## config.mk

```make
export PLATFORM = sky130hd
export DESIGN_NAME = csf_framer
export DESIGN_NICKNAME = d
export VERILOG_FILES = /design/src/verilog/csf_pin_sync.v /design/src/verilog/csf_fifo.v /design/src/verilog/csf_framer.v
export VERILOG_INCLUDE_DIRS = /design/src /design/src/shared
export SDC_FILE = /design/constraint.sdc
export NUM_CORES = 1
export LEC_CHECK = 0
export BUFFER_PORTS_ARGS = -buffer_cell sky130_fd_sc_hd__buf_2
export CORE_ASPECT_RATIO = 0.5
export CORE_UTILIZATION = 35
export DETAILED_ROUTE_END_ITERATION = 10
export PLACE_DENSITY = 0.55
export SYNTH_ARGS = -nofsm -noshare
export SYNTH_HDL_FRONTEND = slang
export SYNTH_SLANG_ARGS = --single-unit
```

## constraint.sdc

```tcl
create_clock -name clk -period 2.8 [get_ports clk]
set_clock_uncertainty 0.05 [all_clocks]
set_input_delay 0.56 -clock clk [delete_from_list [all_inputs] [get_ports clk]]
set_output_delay 0.56 -clock clk [all_outputs]
set_load 0.02 [all_outputs]
```

## src/shared/csf_framer_consts.vh

```
// Constants shared by the character-sync framer, its FIFO and its testbench.
// Assumes it is included by bare name from files under verilog/.
`ifndef CSF_FRAMER_CONSTS_VH
`define CSF_FRAMER_CONSTS_VH

// Sync acquisition styles on syncMode
`define CSF_MODE_MONO    2'h0
`define CSF_MODE_BISYNC  2'h1
`define CSF_MODE_EXT     2'h2

// Bits per character, per sync pattern and per CRC
`define CSF_CHAR_BITS    5'h08
`define CSF_MONO_BITS    5'h08
`define CSF_BI16_BITS    5'h10
`define CSF_BI12_BITS    5'h0C
`define CSF_CRC_BITS     5'h10

// CRC-16 generator and preset
`define CSF_CRC_POLY     16'h8005
`define CSF_CRC_PRESET   16'h0000

// Receive FIFO shape: 8 data bits plus a CRC error flag
`define CSF_FIFO_WIDTH   9
`define CSF_FIFO_DEPTH   8
`define CSF_FIFO_AW      3

// Reset value of the serial line (mark)
`define CSF_LINE_IDLE    1'b1

`endif

```

## src/verilog/csf_pin_sync.v

```verilog
// Three-stage synchroniser for one pin input of the framer.
// Assumes the pin is asynchronous to clk; output follows once stages 2 and 3 agree.
`timescale 1ns/1ps
module csf_pin_sync (
  input  wire clk,
  input  wire rst_n,
  input  wire clkEn,
  input  wire pinIn,
  output reg  pinOut
);
  reg stage1;  // Metastable stage, read only by stage2
  reg stage2;  // Second stage
  reg stage3;  // Third stage, used for agreement

  // Shift chain; accept a new level only when two settled stages agree
  always @(posedge clk or negedge rst_n) begin
    if (!rst_n) begin
      stage1 <= 1'b0;
      stage2 <= 1'b0;
      stage3 <= 1'b0;
      pinOut <= 1'b0;
    end else if (clkEn) begin
      stage1 <= pinIn;
      stage2 <= stage1;
      stage3 <= stage2;
      if (stage2 == stage3) begin
        pinOut <= stage3;
      end
    end
  end
endmodule // csf_pin_sync

```

## src/verilog/csf_fifo.v

```verilog
// Receive FIFO: parameter width and depth, registered read data.
// Assumes both sides run on clk; valid/ready handshake on each side.
`timescale 1ns/1ps
`include "csf_framer_consts.vh"
module csf_fifo #(
  parameter WIDTH = `CSF_FIFO_WIDTH,
  parameter DEPTH = `CSF_FIFO_DEPTH,
  parameter AW    = `CSF_FIFO_AW
) (
  input  wire             clk,
  input  wire             rst_n,
  input  wire             clkEn,
  input  wire             inValid,
  input  wire [WIDTH-1:0] inData,
  output wire             inReady,
  output reg              outValid,
  output reg  [WIDTH-1:0] outData,
  input  wire             outReady
);
  reg [WIDTH-1:0] mem [0:DEPTH-1];  // Storage words
  reg [AW-1:0]    wrPtr;            // Write pointer
  reg [AW-1:0]    rdPtr;            // Read pointer
  reg [AW:0]      count;            // Words held in mem

  wire push = inValid & inReady;                         // Word accepted
  wire load = (count != {(AW+1){1'b0}}) & (~outValid | outReady);  // Refill output

  // Full when mem holds DEPTH words; output register adds one more slot
  assign inReady = (count != DEPTH[AW:0]);

  // Memory write, no reset needed on data
  always @(posedge clk) begin
    if (clkEn && push) begin
      mem[wrPtr] <= inData;
    end
  end

  // Pointers, count and registered output stage
  always @(posedge clk or negedge rst_n) begin
    if (!rst_n) begin
      wrPtr    <= {AW{1'b0}};
      rdPtr    <= {AW{1'b0}};
      count    <= {(AW+1){1'b0}};
      outValid <= 1'b0;
      outData  <= {WIDTH{1'b0}};
    end else if (clkEn) begin
      if (push) begin
        wrPtr <= (wrPtr == DEPTH[AW-1:0] - 1'b1) ? {AW{1'b0}} : wrPtr + 1'b1;
      end
      if (load) begin
        outData  <= mem[rdPtr];
        outValid <= 1'b1;
        rdPtr    <= (rdPtr == DEPTH[AW-1:0] - 1'b1) ? {AW{1'b0}} : rdPtr + 1'b1;
      end else if (outReady) begin
        outValid <= 1'b0;
      end
      // Net change of stored words
      case ({push, load})
        2'b10:   count <= count + 1'b1;
        2'b01:   count <= count - 1'b1;
        default: count <= count;
      endcase
    end
  end
endmodule // csf_fifo

```

## src/verilog/csf_framer.v

```verilog
// Character-oriented synchronous framer for one serial channel: sync hunt,
// character assembly, CRC-16 append and check, and host status/wait logic.
// Assumes bitTick is a one-cycle strobe from a baud generator on clk;
// rxLine and syncPin are asynchronous pins, all other inputs are on clk.
//
// Overview of operation
// RULE1 - Mono mode: send and match one sync char
// RULE2 - After sync, received characters go to FIFO
// RULE3 - Bisync matches 16-bit or 12-bit pattern
// RULE4 - External sync pin marks field start
// RULE5 - Transmitter appends two CRC bytes
// RULE6 - CRC mismatch recorded in receive error FIFO
// RULE7 - Status shows rx available, tx need, errors
// RULE8 - Enabled conditions raise host interrupt
// RULE9 - Wait/request line paces block transfers
// RULE10 - Error flag travels with its data byte
// RULE11 - External mode: assemble from next bit
`timescale 1ns/1ps
`include "csf_framer_consts.vh"
module csf_framer (
  input  wire        clk,
  input  wire        rst_n,
  input  wire        clkEn,
  input  wire        bitTick,
  input  wire [1:0]  syncMode,
  input  wire        sync12,
  input  wire [15:0] syncPattern,
  input  wire        crcEnable,
  input  wire        rxEnable,
  input  wire        rxHunt,
  input  wire        txEnable,
  input  wire        rxLine,
  input  wire        syncPin,
  output reg         txLine,
  input  wire        txValid,
  input  wire [7:0]  txData,
  input  wire        txLast,
  output reg         txReady,
  output wire        rxValid,
  output wire [7:0]  rxData,
  output wire        rxCrcErr,
  input  wire        rxReady,
  input  wire        errClear,
  output reg         statRxAvail,
  output reg         statTxNeed,
  output reg         statErr,
  input  wire        intMaster,
  input  wire        ieRxAvail,
  input  wire        ieTxNeed,
  input  wire        ieErr,
  output reg         irq,
  input  wire        blockMode,
  input  wire        waitOnRx,
  output reg         waitReq
);
  // One-hot receive states
  localparam [1:0] RX_HUNT = 2'b01;
  localparam [1:0] RX_DATA = 2'b10;
  // One-hot transmit states
  localparam [3:0] TX_IDLE = 4'b0001;
  localparam [3:0] TX_SYNC = 4'b0010;
  localparam [3:0] TX_DATA = 4'b0100;
  localparam [3:0] TX_CRC  = 4'b1000;

  // One CRC-16 step, MSB first, used by both directions
  function [15:0] crcStep;
    input [15:0] crc;
    input        bitIn;
    begin
      crcStep = {crc[14:0], 1'b0} ^ ((crc[15] ^ bitIn) ? `CSF_CRC_POLY : 16'h0000);
    end
  endfunction

  wire       rxBit;        // Filtered receive line
  wire       syncLevel;    // Filtered external sync pin
  reg        syncPrev;     // Previous sync level for edge detect
  reg  [1:0] rxState;      // Receive state
  reg [15:0] huntShift;    // Last 16 received bits
  reg  [7:0] rxShift;      // Character being assembled
  reg  [4:0] rxCount;      // Bits of current character
  reg [15:0] rxCrc;        // Running receive CRC
  reg        pushValid;    // Word offered to FIFO
  reg  [8:0] pushWord;     // {crcBad, data}
  reg        overrun;      // Character lost, FIFO full
  wire       pushReady;    // FIFO can take a word
  reg  [3:0] txState;      // Transmit state
  reg [15:0] txShift;      // Outgoing bits, MSB first
  reg  [4:0] txCount;      // Bits left in txShift
  reg [15:0] txCrc;        // Running transmit CRC
  reg  [7:0] holdData;     // Host byte waiting
  reg        holdLast;     // Host byte ends message
  reg        holdFull;     // Holding register occupied
  reg        curLast;      // Byte on the line ends message

  // Pin filters for the two asynchronous inputs
  csf_pin_sync rxSync (
    .clk    (clk),
    .rst_n  (rst_n),
    .clkEn  (clkEn),
    .pinIn  (rxLine),
    .pinOut (rxBit)
  );

  csf_pin_sync extSync (
    .clk    (clk),
    .rst_n  (rst_n),
    .clkEn  (clkEn),
    .pinIn  (syncPin),
    .pinOut (syncLevel)
  );

  // Sync pattern comparison for the chosen mode
  reg syncMatch;
  always @* begin
    syncMatch = 1'b0;
    case (syncMode)
      `CSF_MODE_MONO:   syncMatch = (huntShift[7:0] == syncPattern[7:0]);      // RULE1
      `CSF_MODE_BISYNC: syncMatch = sync12 ?
                          (huntShift[11:0] == syncPattern[11:0]) :
                          (huntShift == syncPattern);                          // RULE3
      default:          syncMatch = 1'b0;                                      // RULE11
    endcase
  end

  // Edge of the filtered external sync level
  wire extStart = syncLevel & ~syncPrev;
  // Next CRC and assembled byte after the current bit
  wire [15:0] next_rxCrc   = crcStep(rxCrc, rxBit);
  wire  [7:0] next_rxShift = {rxShift[6:0], rxBit};

  // Receiver: hunt for sync, then assemble characters
  always @(posedge clk or negedge rst_n) begin
    if (!rst_n) begin
      rxState   <= RX_HUNT;
      huntShift <= 16'h0000;
      rxShift   <= 8'h00;
      rxCount   <= 5'h00;
      rxCrc     <= `CSF_CRC_PRESET;
      pushValid <= 1'b0;
      pushWord  <= 9'h000;
      overrun   <= 1'b0;
      syncPrev  <= 1'b0;
    end else if (clkEn) begin
      syncPrev  <= syncLevel;
      pushValid <= 1'b0;
      // Sticky overrun; a new loss wins over a clear
      if (pushValid && !pushReady) begin
        overrun <= 1'b1;
      end else if (errClear) begin
        overrun <= 1'b0;
      end
      if (!rxEnable || rxHunt) begin
        // Disabled or told to re-hunt
        rxState <= RX_HUNT;
        rxCount <= 5'h00;
      end else begin
        case (rxState)
          RX_HUNT: begin
            if (syncMode == `CSF_MODE_EXT) begin
              // Field starts with the bit after the pin edge
              if (extStart) begin
                rxState <= RX_DATA;                                           // RULE4
                rxCount <= 5'h00;                                             // RULE11
                rxCrc   <= `CSF_CRC_PRESET;
              end
            end else if (bitTick) begin
              huntShift <= {huntShift[14:0], rxBit};
            end else if (syncMatch) begin
              // Match on the settled shift register
              rxState   <= RX_DATA;                                           // RULE1
              rxCount   <= 5'h00;
              rxCrc     <= `CSF_CRC_PRESET;
              huntShift <= 16'h0000;
            end
          end
          RX_DATA: begin
            if (bitTick) begin
              rxShift <= next_rxShift;
              rxCrc   <= next_rxCrc;
              if (rxCount == `CSF_CHAR_BITS - 5'h01) begin
                // Whole character: flag travels with it
                rxCount   <= 5'h00;
                pushValid <= 1'b1;                                            // RULE2
                pushWord  <= {crcEnable & (next_rxCrc != 16'h0000),
                              next_rxShift};                                  // RULE6 RULE10
              end else begin
                rxCount <= rxCount + 5'h01;
              end
            end
          end
          default: rxState <= RX_HUNT;
        endcase
      end
    end
  end

  // Receive FIFO; a full FIFO drops the byte and flags overrun
  csf_fifo #(
    .WIDTH (`CSF_FIFO_WIDTH),
    .DEPTH (`CSF_FIFO_DEPTH),
    .AW    (`CSF_FIFO_AW)
  ) rxFifo (
    .clk      (clk),
    .rst_n    (rst_n),
    .clkEn    (clkEn),
    .inValid  (pushValid),
    .inData   (pushWord),
    .inReady  (pushReady),
    .outValid (rxValid),
    .outData  ({rxCrcErr, rxData}),
    .outReady (rxReady)
  );

  // Transmitter: sync, data, CRC, then idle
  always @(posedge clk or negedge rst_n) begin
    if (!rst_n) begin
      txState  <= TX_IDLE;
      txShift  <= 16'h0000;
      txCount  <= 5'h00;
      txCrc    <= `CSF_CRC_PRESET;
      txLine   <= `CSF_LINE_IDLE;
      holdData <= 8'h00;
      holdLast <= 1'b0;
      holdFull <= 1'b0;
      txReady  <= 1'b0;
      curLast  <= 1'b0;
    end else if (clkEn) begin
      // Host side of the holding register
      if (txValid && txReady) begin
        holdData <= txData;
        holdLast <= txLast;
        holdFull <= 1'b1;
        txReady  <= 1'b0;
      end else if (!holdFull) begin
        txReady <= txEnable;
      end
      if (bitTick) begin
        // Shift one bit onto the line
        if (txCount != 5'h00) begin
          txLine  <= txShift[15];
          txShift <= {txShift[14:0], 1'b0};
          txCount <= txCount - 5'h01;
          if (txState == TX_DATA) begin
            txCrc <= crcStep(txCrc, txShift[15]);                             // RULE5
          end
        end else begin
          txLine <= `CSF_LINE_IDLE;
        end
        // Choose the next unit when the shifter empties
        if (txCount <= 5'h01) begin
          case (txState)
            TX_IDLE: begin
              if (txEnable && holdFull) begin
                if (syncMode == `CSF_MODE_EXT) begin
                  // No sync character; far end marks the field by pin
                  txState  <= TX_DATA;
                  txShift  <= {holdData, 8'h00};
                  txCount  <= `CSF_CHAR_BITS;
                  curLast  <= holdLast;
                  holdFull <= 1'b0;
                  txCrc    <= `CSF_CRC_PRESET;
                end else begin
                  txState <= TX_SYNC;
                  txCrc   <= `CSF_CRC_PRESET;
                  if (syncMode == `CSF_MODE_MONO) begin
                    txShift <= {syncPattern[7:0], 8'h00};                     // RULE1
                    txCount <= `CSF_MONO_BITS;
                  end else if (sync12) begin
                    txShift <= {syncPattern[11:0], 4'h0};                     // RULE3
                    txCount <= `CSF_BI12_BITS;
                  end else begin
                    txShift <= syncPattern;
                    txCount <= `CSF_BI16_BITS;
                  end
                end
              end
            end
            TX_SYNC, TX_DATA: begin
              if (txState == TX_DATA && curLast) begin
                // Message done: append CRC or stop
                if (crcEnable) begin
                  txState <= TX_CRC;
                  txShift <= crcStep(txCrc, txShift[15]);                     // RULE5
                  txCount <= `CSF_CRC_BITS;
                end else begin
                  txState <= TX_IDLE;
                end
              end else if (holdFull) begin
                txState  <= TX_DATA;
                txShift  <= {holdData, 8'h00};
                txCount  <= `CSF_CHAR_BITS;
                curLast  <= holdLast;
                holdFull <= 1'b0;
              end else begin
                // Underrun: go back to idle and mark the line until the next byte
                txState <= TX_IDLE;
              end
            end
            TX_CRC: begin
              txState <= TX_IDLE;
            end
            default: txState <= TX_IDLE;
          endcase
        end
      end
    end
  end

  // Host status, interrupt and wait/request, all registered
  always @(posedge clk or negedge rst_n) begin
    if (!rst_n) begin
      statRxAvail <= 1'b0;
      statTxNeed  <= 1'b0;
      statErr     <= 1'b0;
      irq         <= 1'b0;
      waitReq     <= 1'b0;
    end else if (clkEn) begin
      statRxAvail <= rxValid;                                                 // RULE7
      statTxNeed  <= txEnable & ~holdFull;                                    // RULE7
      statErr     <= overrun | (rxValid & rxCrcErr);                          // RULE7
      irq         <= intMaster & ((ieRxAvail & rxValid) |
                                  (ieTxNeed & txEnable & ~holdFull) |
                                  (ieErr & (overrun | (rxValid & rxCrcErr))));  // RULE8
      // Hold off the host until the channel can take or give a byte
      waitReq     <= blockMode & (waitOnRx ? ~rxValid : holdFull);            // RULE9
    end
  end
endmodule // csf_framer

```

=== Yosys cells after proc, flatten, opt, wreduce, memory -nomap -nowiden ===
Memory sizes are Yosys's and may differ from the RTL's. A register that Yosys moved wholly into a read port is not among the register bits.
Cells that the tools add are included.

* Register bits after elaboration: 136
* Bits in latches: 0
* Memory bits (writable): 72
* ROM bits: 0
* Input bits: 47
* Output and inout port bits: 17
* Logic and storage cells: 226
* Memories: 1

* $add $sub $neg: 6
* Multipliers: 0
* Divide/modulo/power cells: 0
* Order comparisons: 1
* Equal/unequal tests: 32
* Shifts and indexed selects: 0
* Mux-type cells: 86
* Bitwise gates (word level): 25
* Reductions and logical operators: 39

{| class="wikitable"
|+ Memory list
! memory !! words !! width !! read ports !! clocked after memory_dff !! wr ports !! RTL line !! RTL
|-
| rxFifo.mem || 8 || 9 || 1 || 1 || 1 || csf_fifo.v:20 || <nowiki>reg [WIDTH-1:0] mem [0:DEPTH-1];</nowiki>
|}

{| class="wikitable"
|+ Operator list
! cell !! count
|-
| two-way mux 16 bit || 22
|-
| two-way mux 5 bit || 16
|-
| case mux 16 bit (2 select lines) || 2
|-
| XOR 16 bit || 2
|-
| two-way mux 1 bit || 26
|-
| case mux 5 bit (2 select lines) || 2
|-
| AND reduction 2 bit || 10
|-
| == test 16 bit || 1
|-
| inequality test 4 bit, second input constant || 4
|-
| case mux 4 bit (2 select lines) || 2
|-
| nonzero test 16 bit || 1
|-
| AND reduction 5 bit || 3
|-
| bitwise AND 1 bit || 12
|-
| == test 12 bit || 1
|-
| two-way mux 3 bit || 4
|-
| two-way mux 4 bit || 3
|-
| inequality test 2 bit, second input constant || 6
|-
| inequality test 3 bit, second input constant || 4
|-
| nonzero test 2 bit || 6
|-
| two-way mux 2 bit || 5
|-
| == test 8 bit || 1
|-
| AND reduction 4 bit || 2
|-
| AND reduction 8 bit || 1
|-
| AND reduction 7 bit || 1
|-
| 29 further kinds || 52
|}

=== Longest topological paths before layout ===
* Word-level depth: 8
* Mapped depth: 10
* Mapped depth without buffers: 10

=== Modules after synthesis ===
Synthesis repeated with hierarchy kept, for this count alone.

* Cell total of the unflattened synthesis: 815
* Area, all modules: 10,131.0 sq um

{| class="wikitable"
|+ By module, submodules not included
! module !! times used !! cells an instance !! area an instance (sq um) !! seq. area each (sq um)
|-
| csf_framer || 1 || 592 || 6,132.1 || 2,931.6
|-
| csf_fifo || 1 || 203 || 3,686.0 || 2,662.6
|-
| csf_pin_sync || 2 || 10 || 156.4 || 100.1
|}

=== Least setup slack after synthesis ===
Ideal clock, no wire load.

* Path type: input to register
* Start point: input clkEn
* End point: memory rxFifo.mem[0][0] (netlist bit), enable pin
* Setup time: 399 ps
* Arrival time: 1,984 ps
* Required time: 2,351 ps
* Path slack: 367 ps
* Stages: 3
* Buffers on the path: 1
* Cell sequence: clkbuf_1 > nand3_1 > nor4_1

* Cells in the longest elaborated chain, start to end: 3

{| class="wikitable"
|+ RTL lines
! item !! RTL line !! RTL
|-
| from (decl) || csf_framer.v:23 || <nowiki>input wire clkEn,</nowiki>
|-
| logical AND 1 bit || csf_fifo.v:33 || <nowiki>if (clkEn && push) begin</nowiki>
|-
| two-way mux 1 bit || csf_fifo.v:33 ||
|-
| two-way mux 1 bit (implied by the code) || csf_fifo.v:34 || <nowiki>mem[wrPtr] <= inData;</nowiki>
|-
| to (decl) || csf_fifo.v:20 ||
|}

No other way between the ends.

=== Final worst setup path ===
* Start point: register txState[0]
* End point: register txShift[1]

* Cells in the longest elaborated chain, start to end: 5
* Elaborated cells on any way between the ends: 8
* Those cells by class: eq/ne: 3; mux: 3; reduce/logical: 2

{| class="wikitable"
|+ RTL lines
! item !! RTL line !! RTL
|-
| from (decl) || csf_framer.v:86 || <nowiki>reg [3:0] txState;</nowiki>
|-
| from (signal assigned) || csf_framer.v:217 || <nowiki>txState <= TX_IDLE;</nowiki>
|-
| from (signal assigned) || csf_framer.v:256 || <nowiki>txState <= TX_DATA;</nowiki>
|-
| from (signal assigned) || csf_framer.v:263 || <nowiki>txState <= TX_SYNC;</nowiki>
|-
| == test 4 x 3 -> 1 bit || csf_framer.v:251, csf_framer.v:279 ||
|-
| logical AND 1 bit || csf_framer.v:279 || <nowiki>if (txState == TX_DATA && curLast) begin</nowiki>
|-
| two-way mux 16 bit || csf_framer.v:279 ||
|-
| case mux 16 bit (2 select lines) (*) || csf_framer.v:251 || <nowiki>case (txState)</nowiki>
|-
| two-way mux 16 bit (*) || csf_framer.v:250 || <nowiki>if (txCount <= 5'h01) begin</nowiki>
|-
| to (signal assigned) || csf_framer.v:257 || <nowiki>txShift <= {holdData, 8'h00};</nowiki>
|-
| to (signal assigned) || csf_framer.v:283 || <nowiki>txShift <= crcStep(txCrc, txShift[15]);</nowiki>
|-
| to (signal assigned) || csf_framer.v:290 || <nowiki>txShift <= {holdData, 8'h00};</nowiki>
|-
| to (decl) || csf_framer.v:87 || <nowiki>reg [15:0] txShift;</nowiki>
|}

Mark *: on every way between the ends. The rest lies on a longest branch, timed or not.
A chain may end at the register's enable or synchronous reset.

==> impl_summary.md <==
Floorplan
The initial core utilization is 35.80%. The y dimension of the die is ~120 um. The floorplan step defined a die boundary enclosing 0.02923 mm^2.

The number of cell rows is between 40 and 50. 64 I/O pins were placed. The core footprint is between 0.02 and 0.03 mm^2.

The die is 240.8 um wide.

Worst setup path
The setup slack of the most critical reg-to-reg path is around 0.36 ns. On the worst path, the slowest cell contributes a delay of around 0.6 ns. The startpoint kind of the worst setup timing path is a flop. The endpoint class of the critical path is a flop. The cell type of the slowest stage on the worst timing path is dfstp_2. The worst flop-to-flop path startpoint is txState[0].

The endpoint of the lowest-slack register-to-register path is txShift[1]. The signal on the critical path passes through or3b_1, o22a_1, a2111oi_4, o21ai_2, a22oi_1, o21ai_1. Of all nets on the critical path, the largest fanout is 8. Tracing the worst setup path back leads to its startpoint at txState[0]. At the worst endpoint, the required time is 3.14 ns. Following the worst setup path forward leads to its endpoint at txShift[1]. Data on the critical path arrives at its endpoint at roughly 2.8 ns. The number of cells traversed by the worst register-to-register path is 6. The worst setup path is of the flop to flop kind.

Final layout
Cells fill about two fifths of the core in the end. The growth of design area from synthesis to finish is 16.54%. The fraction of layout instances using a drive strength above 1 is 20.36%.

The total number of nets in the final design is roughly 1000. The repair_antennas step left the layout with diodes totalling 0. The final cell area excluding filler cells is approximately 0.012 mm^2.

Route
In the routed design, unresolved DRC markers number 0. The post-detailed-route wirelength per cell is roughly 17 um. The routed via count divided by cell count is ~5.1. The final layout contains routed wiring with a total length of 23130 um. The detailed router finished its first iteration with around 330 violations.

Once detail routing completed, the nets flagged for antenna violations numbered 0. The number of iterations in the first detailed-routing pass is 5. The count of vias placed by the detailed router is slightly below 7000.

Placement
The placed wire-length estimate is between 15000 and 20000 um. At the end of routability-driven placement, the weighted congestion stood at 0.8510. Before CTS, the worst setup slack after placement is ~0.2 ns. The post-place instance area is 0.01090 mm^2.

During placement, the flow inserted port buffers numbering 63.

Power
Registers are responsible for 43.1% of the overall power. The worst-case IR drop observed on VDD is about 0.4 mV. The analysis attributes to net switching a power of roughly 3.0 mW. For this design the static power due to leakage is 4.863 nW. Per report_power, the clock group accounts for roughly 31% of the total. The combinational fraction of design power is approximately a quarter.

In this run switching power makes up between 30% and 40% of total power. Power spread over the standard cell area amounts to around 820 mW/mm^2. The internal power of the cells totals 6.533 mW.

STA
The maximum operating frequency is 409.9 MHz. The slew at the pin with the worst max-slew slack is a little over 0.7 ns. The final-layout setup total negative slack is 0 ns. The number of pins exceeding their max-slew limit in the final report is 0. The minimum hold slack is -0.02837 ns.

The total count of hold-check failures in the final report is 11. The normalized max-slew margin is between 50 and 60%. Setup repair after global routing left no endpoint under its margin. The worst path uses about 87% of the clock period. The final worst-path setup slack is 0.3602 ns. Setup violations remaining at the end of the flow were counted as 0.

The minimum clock period is ~2.4 ns.

GRT
The number of global-route vias before repair came to about 6900. The maximum number of pins on one net before global-route repair is 66. The total overflow reported by the global router is 0. The global-route wire length before repair is between 30000 and 40000 um. Across every metal layer, demand over resource in global routing totals approximately 17%.

The number of antenna violations at the first check in global routing is 1.

Clock network
The number of H-tree levels is 1. The buffer levels on the longest clock path is 3. The number of gates resized after cts is 0.

In this run the post-CTS setup repair buffer count came out at 0. The number of clock sinks is 217. The clock transition at the registers of the reported paths is 0.07 ns. The number of CTS-inserted buffers is 22.

In this run the clock root is driven by a clkbuf_16. Hold repair after CTS inserted 0 buffers. The source-to-sink clock delay at the later pin of the worst-skew pair is roughly 0.52 ns. TritonCTS built the clock tree.

Status
The final reports fail on negative hold slack. The run finished, with violations left.

Synthesis
The net count of the mapped netlist is around 920. For this run, the register share of the synthesized area comes to between 50% and 60%. The commonest cells after synthesis are nand2_1, dfrtp_1, edfxtp_1. Counting flops and latches in the post-synthesis netlist gives roughly 220. The number of synthesized flops with an enable pin is 72. Ranked by total cell area, the synthesized netlist is headed by dfrtp_1, edfxtp_1, nand2_1. In the synthesized netlist the async set-or-reset flop fraction comes to ~67%.

The most used flip-flop cell after synthesis is dfrtp_1. During synthesis, Yosys emitted a total of 0 warnings. Of the post-synthesis cell area, the dominant cell type holds approximately 36%.

The number of distinct library cells after synthesis is between 50 and 60. The cell type contributing the most total cell area after synthesis is dfrtp_1. The synthesized netlist cell count is between 800 and 900. The synthesized netlist occupies a cell area of between 0.009 and 0.01 mm^2.

In the post-synthesis netlist, the cell with the most instances is nand2_1. The average footprint of a synthesized cell is between 10 and 15 um^2.

Min path
The tightest min-delay check is of the input pin to async pin type.

Run
The max-capacitance violation count is 0.
## power by group through the flow
stage               clock network (mW)  logic [mW]  registers [mW]
floorplan                            0        1.71            4.13
CTS                               3.08        2.47            4.13
global placement                     0        2.42            4.17
global route                      3.21        2.72            4.19
detailed placement                   0        2.46            4.19
finish                            3.00        2.44            4.13
## area by class of cell
cell class / count / area [um^2]
clock buffers: 33 / 664.4
clock inverters: 7 / 61.31
fillers: 2683 / 16240
inverters: 14 / 52.55
multi-input cells: 584 / 3968
flip-flops and latches: 217 / 5794
well taps: 382 / 478.0
repair buffers: 98 / 609.3
## through the flow
| step | std cells | total power [mW] |
|---|---|---|
| 5_1_grt | 1335 | 10.12 |
| 2_1_floorplan | 857 | 5.843 |
| 4_1_cts | 1335 | 9.676 |
| 3_5_place_dp | 1295 | 6.653 |
| 3_3_place_gp | 1295 | 6.586 |
| 6_report | 1335 | 9.563 |
## sequential cells by signal, indices dropped and copies added, names as in the netlist, 4 cells and up
register / count
txCount: 5
rxShift: 7
txState: 4
pushWord: 9
holdData: 8
rxCrc: 16
rxCount: 5
huntShift: 16
rxFifo.count: 4
rxFifo.mem: 72
rxFifo.outData: 9
txShift: 16
txCrc: 16
## worst min-delay path by stage
stage / startpoint / to / slack, ns / cells past startpoint
final: rst_n / txCrc[2] / -0.03 / 1
after global routing: rst_n / txCrc[2] / 0.03 / 1
after CTS: rst_n / txCrc[5] / 0.003 / 1
after detailed placement: txLine / txLine / 0.39 / 2
after global placement: txLine / txLine / 0.39 / 2
after floorplan: rst_n / curLast / 0.21 / 0
## layer usage
metal,wire length (um),global-route usage (%)
met5,0,0
met2,11190,28.35
met3,780,3.071
met1,10730,21.77
met4,434,3.639
## layout by cell type (no fill, tap or decap), drive strengths merged, types with 8 or more instances in the layout
cell / count
buf: 98
ha: 11
dfrtp: 142
o22ai: 16
edfxtp: 72
a31oi: 8
nor2: 32
nor3: 19
nand3: 9
nor2b: 10
xnor2: 22
inv: 15
a21oi: 46
a22o: 19
clkbuf: 33
a22oi: 10
mux4: 18
nand2: 143
mux2i: 27
o21ai: 56
nor4: 8
a21o: 10
mux2: 33
nand2b: 15
## kinds of logic (layout without fill, tap and decap cells)
| kind of cell | Yosys count | after routing | share of synthesized area (%) |
|---|---|---|---|
| xor gates and xnor gates | 29 | 29 | 2.546 |
| buffers and inverters | 56 | 152 | 2.157 |
| DFF | 217 | 217 | 58.08 |
| and+or+nand+nor | 262 | 262 | 12.04 |
| muxes | 78 | 78 | 10.50 |
| AOI/OAI and AO/OA | 203 | 203 | 13.11 |
| adders and majority gates | 12 | 12 | 1.580 |
## critical path: cells and delay by family, from the launching register on
kind,cells,cell delay [ns]
simple gates,1,0.42
compound gates,5,1.24
flops,1,0.60
No activity file was read; power rests on OpenSTA's default activity.
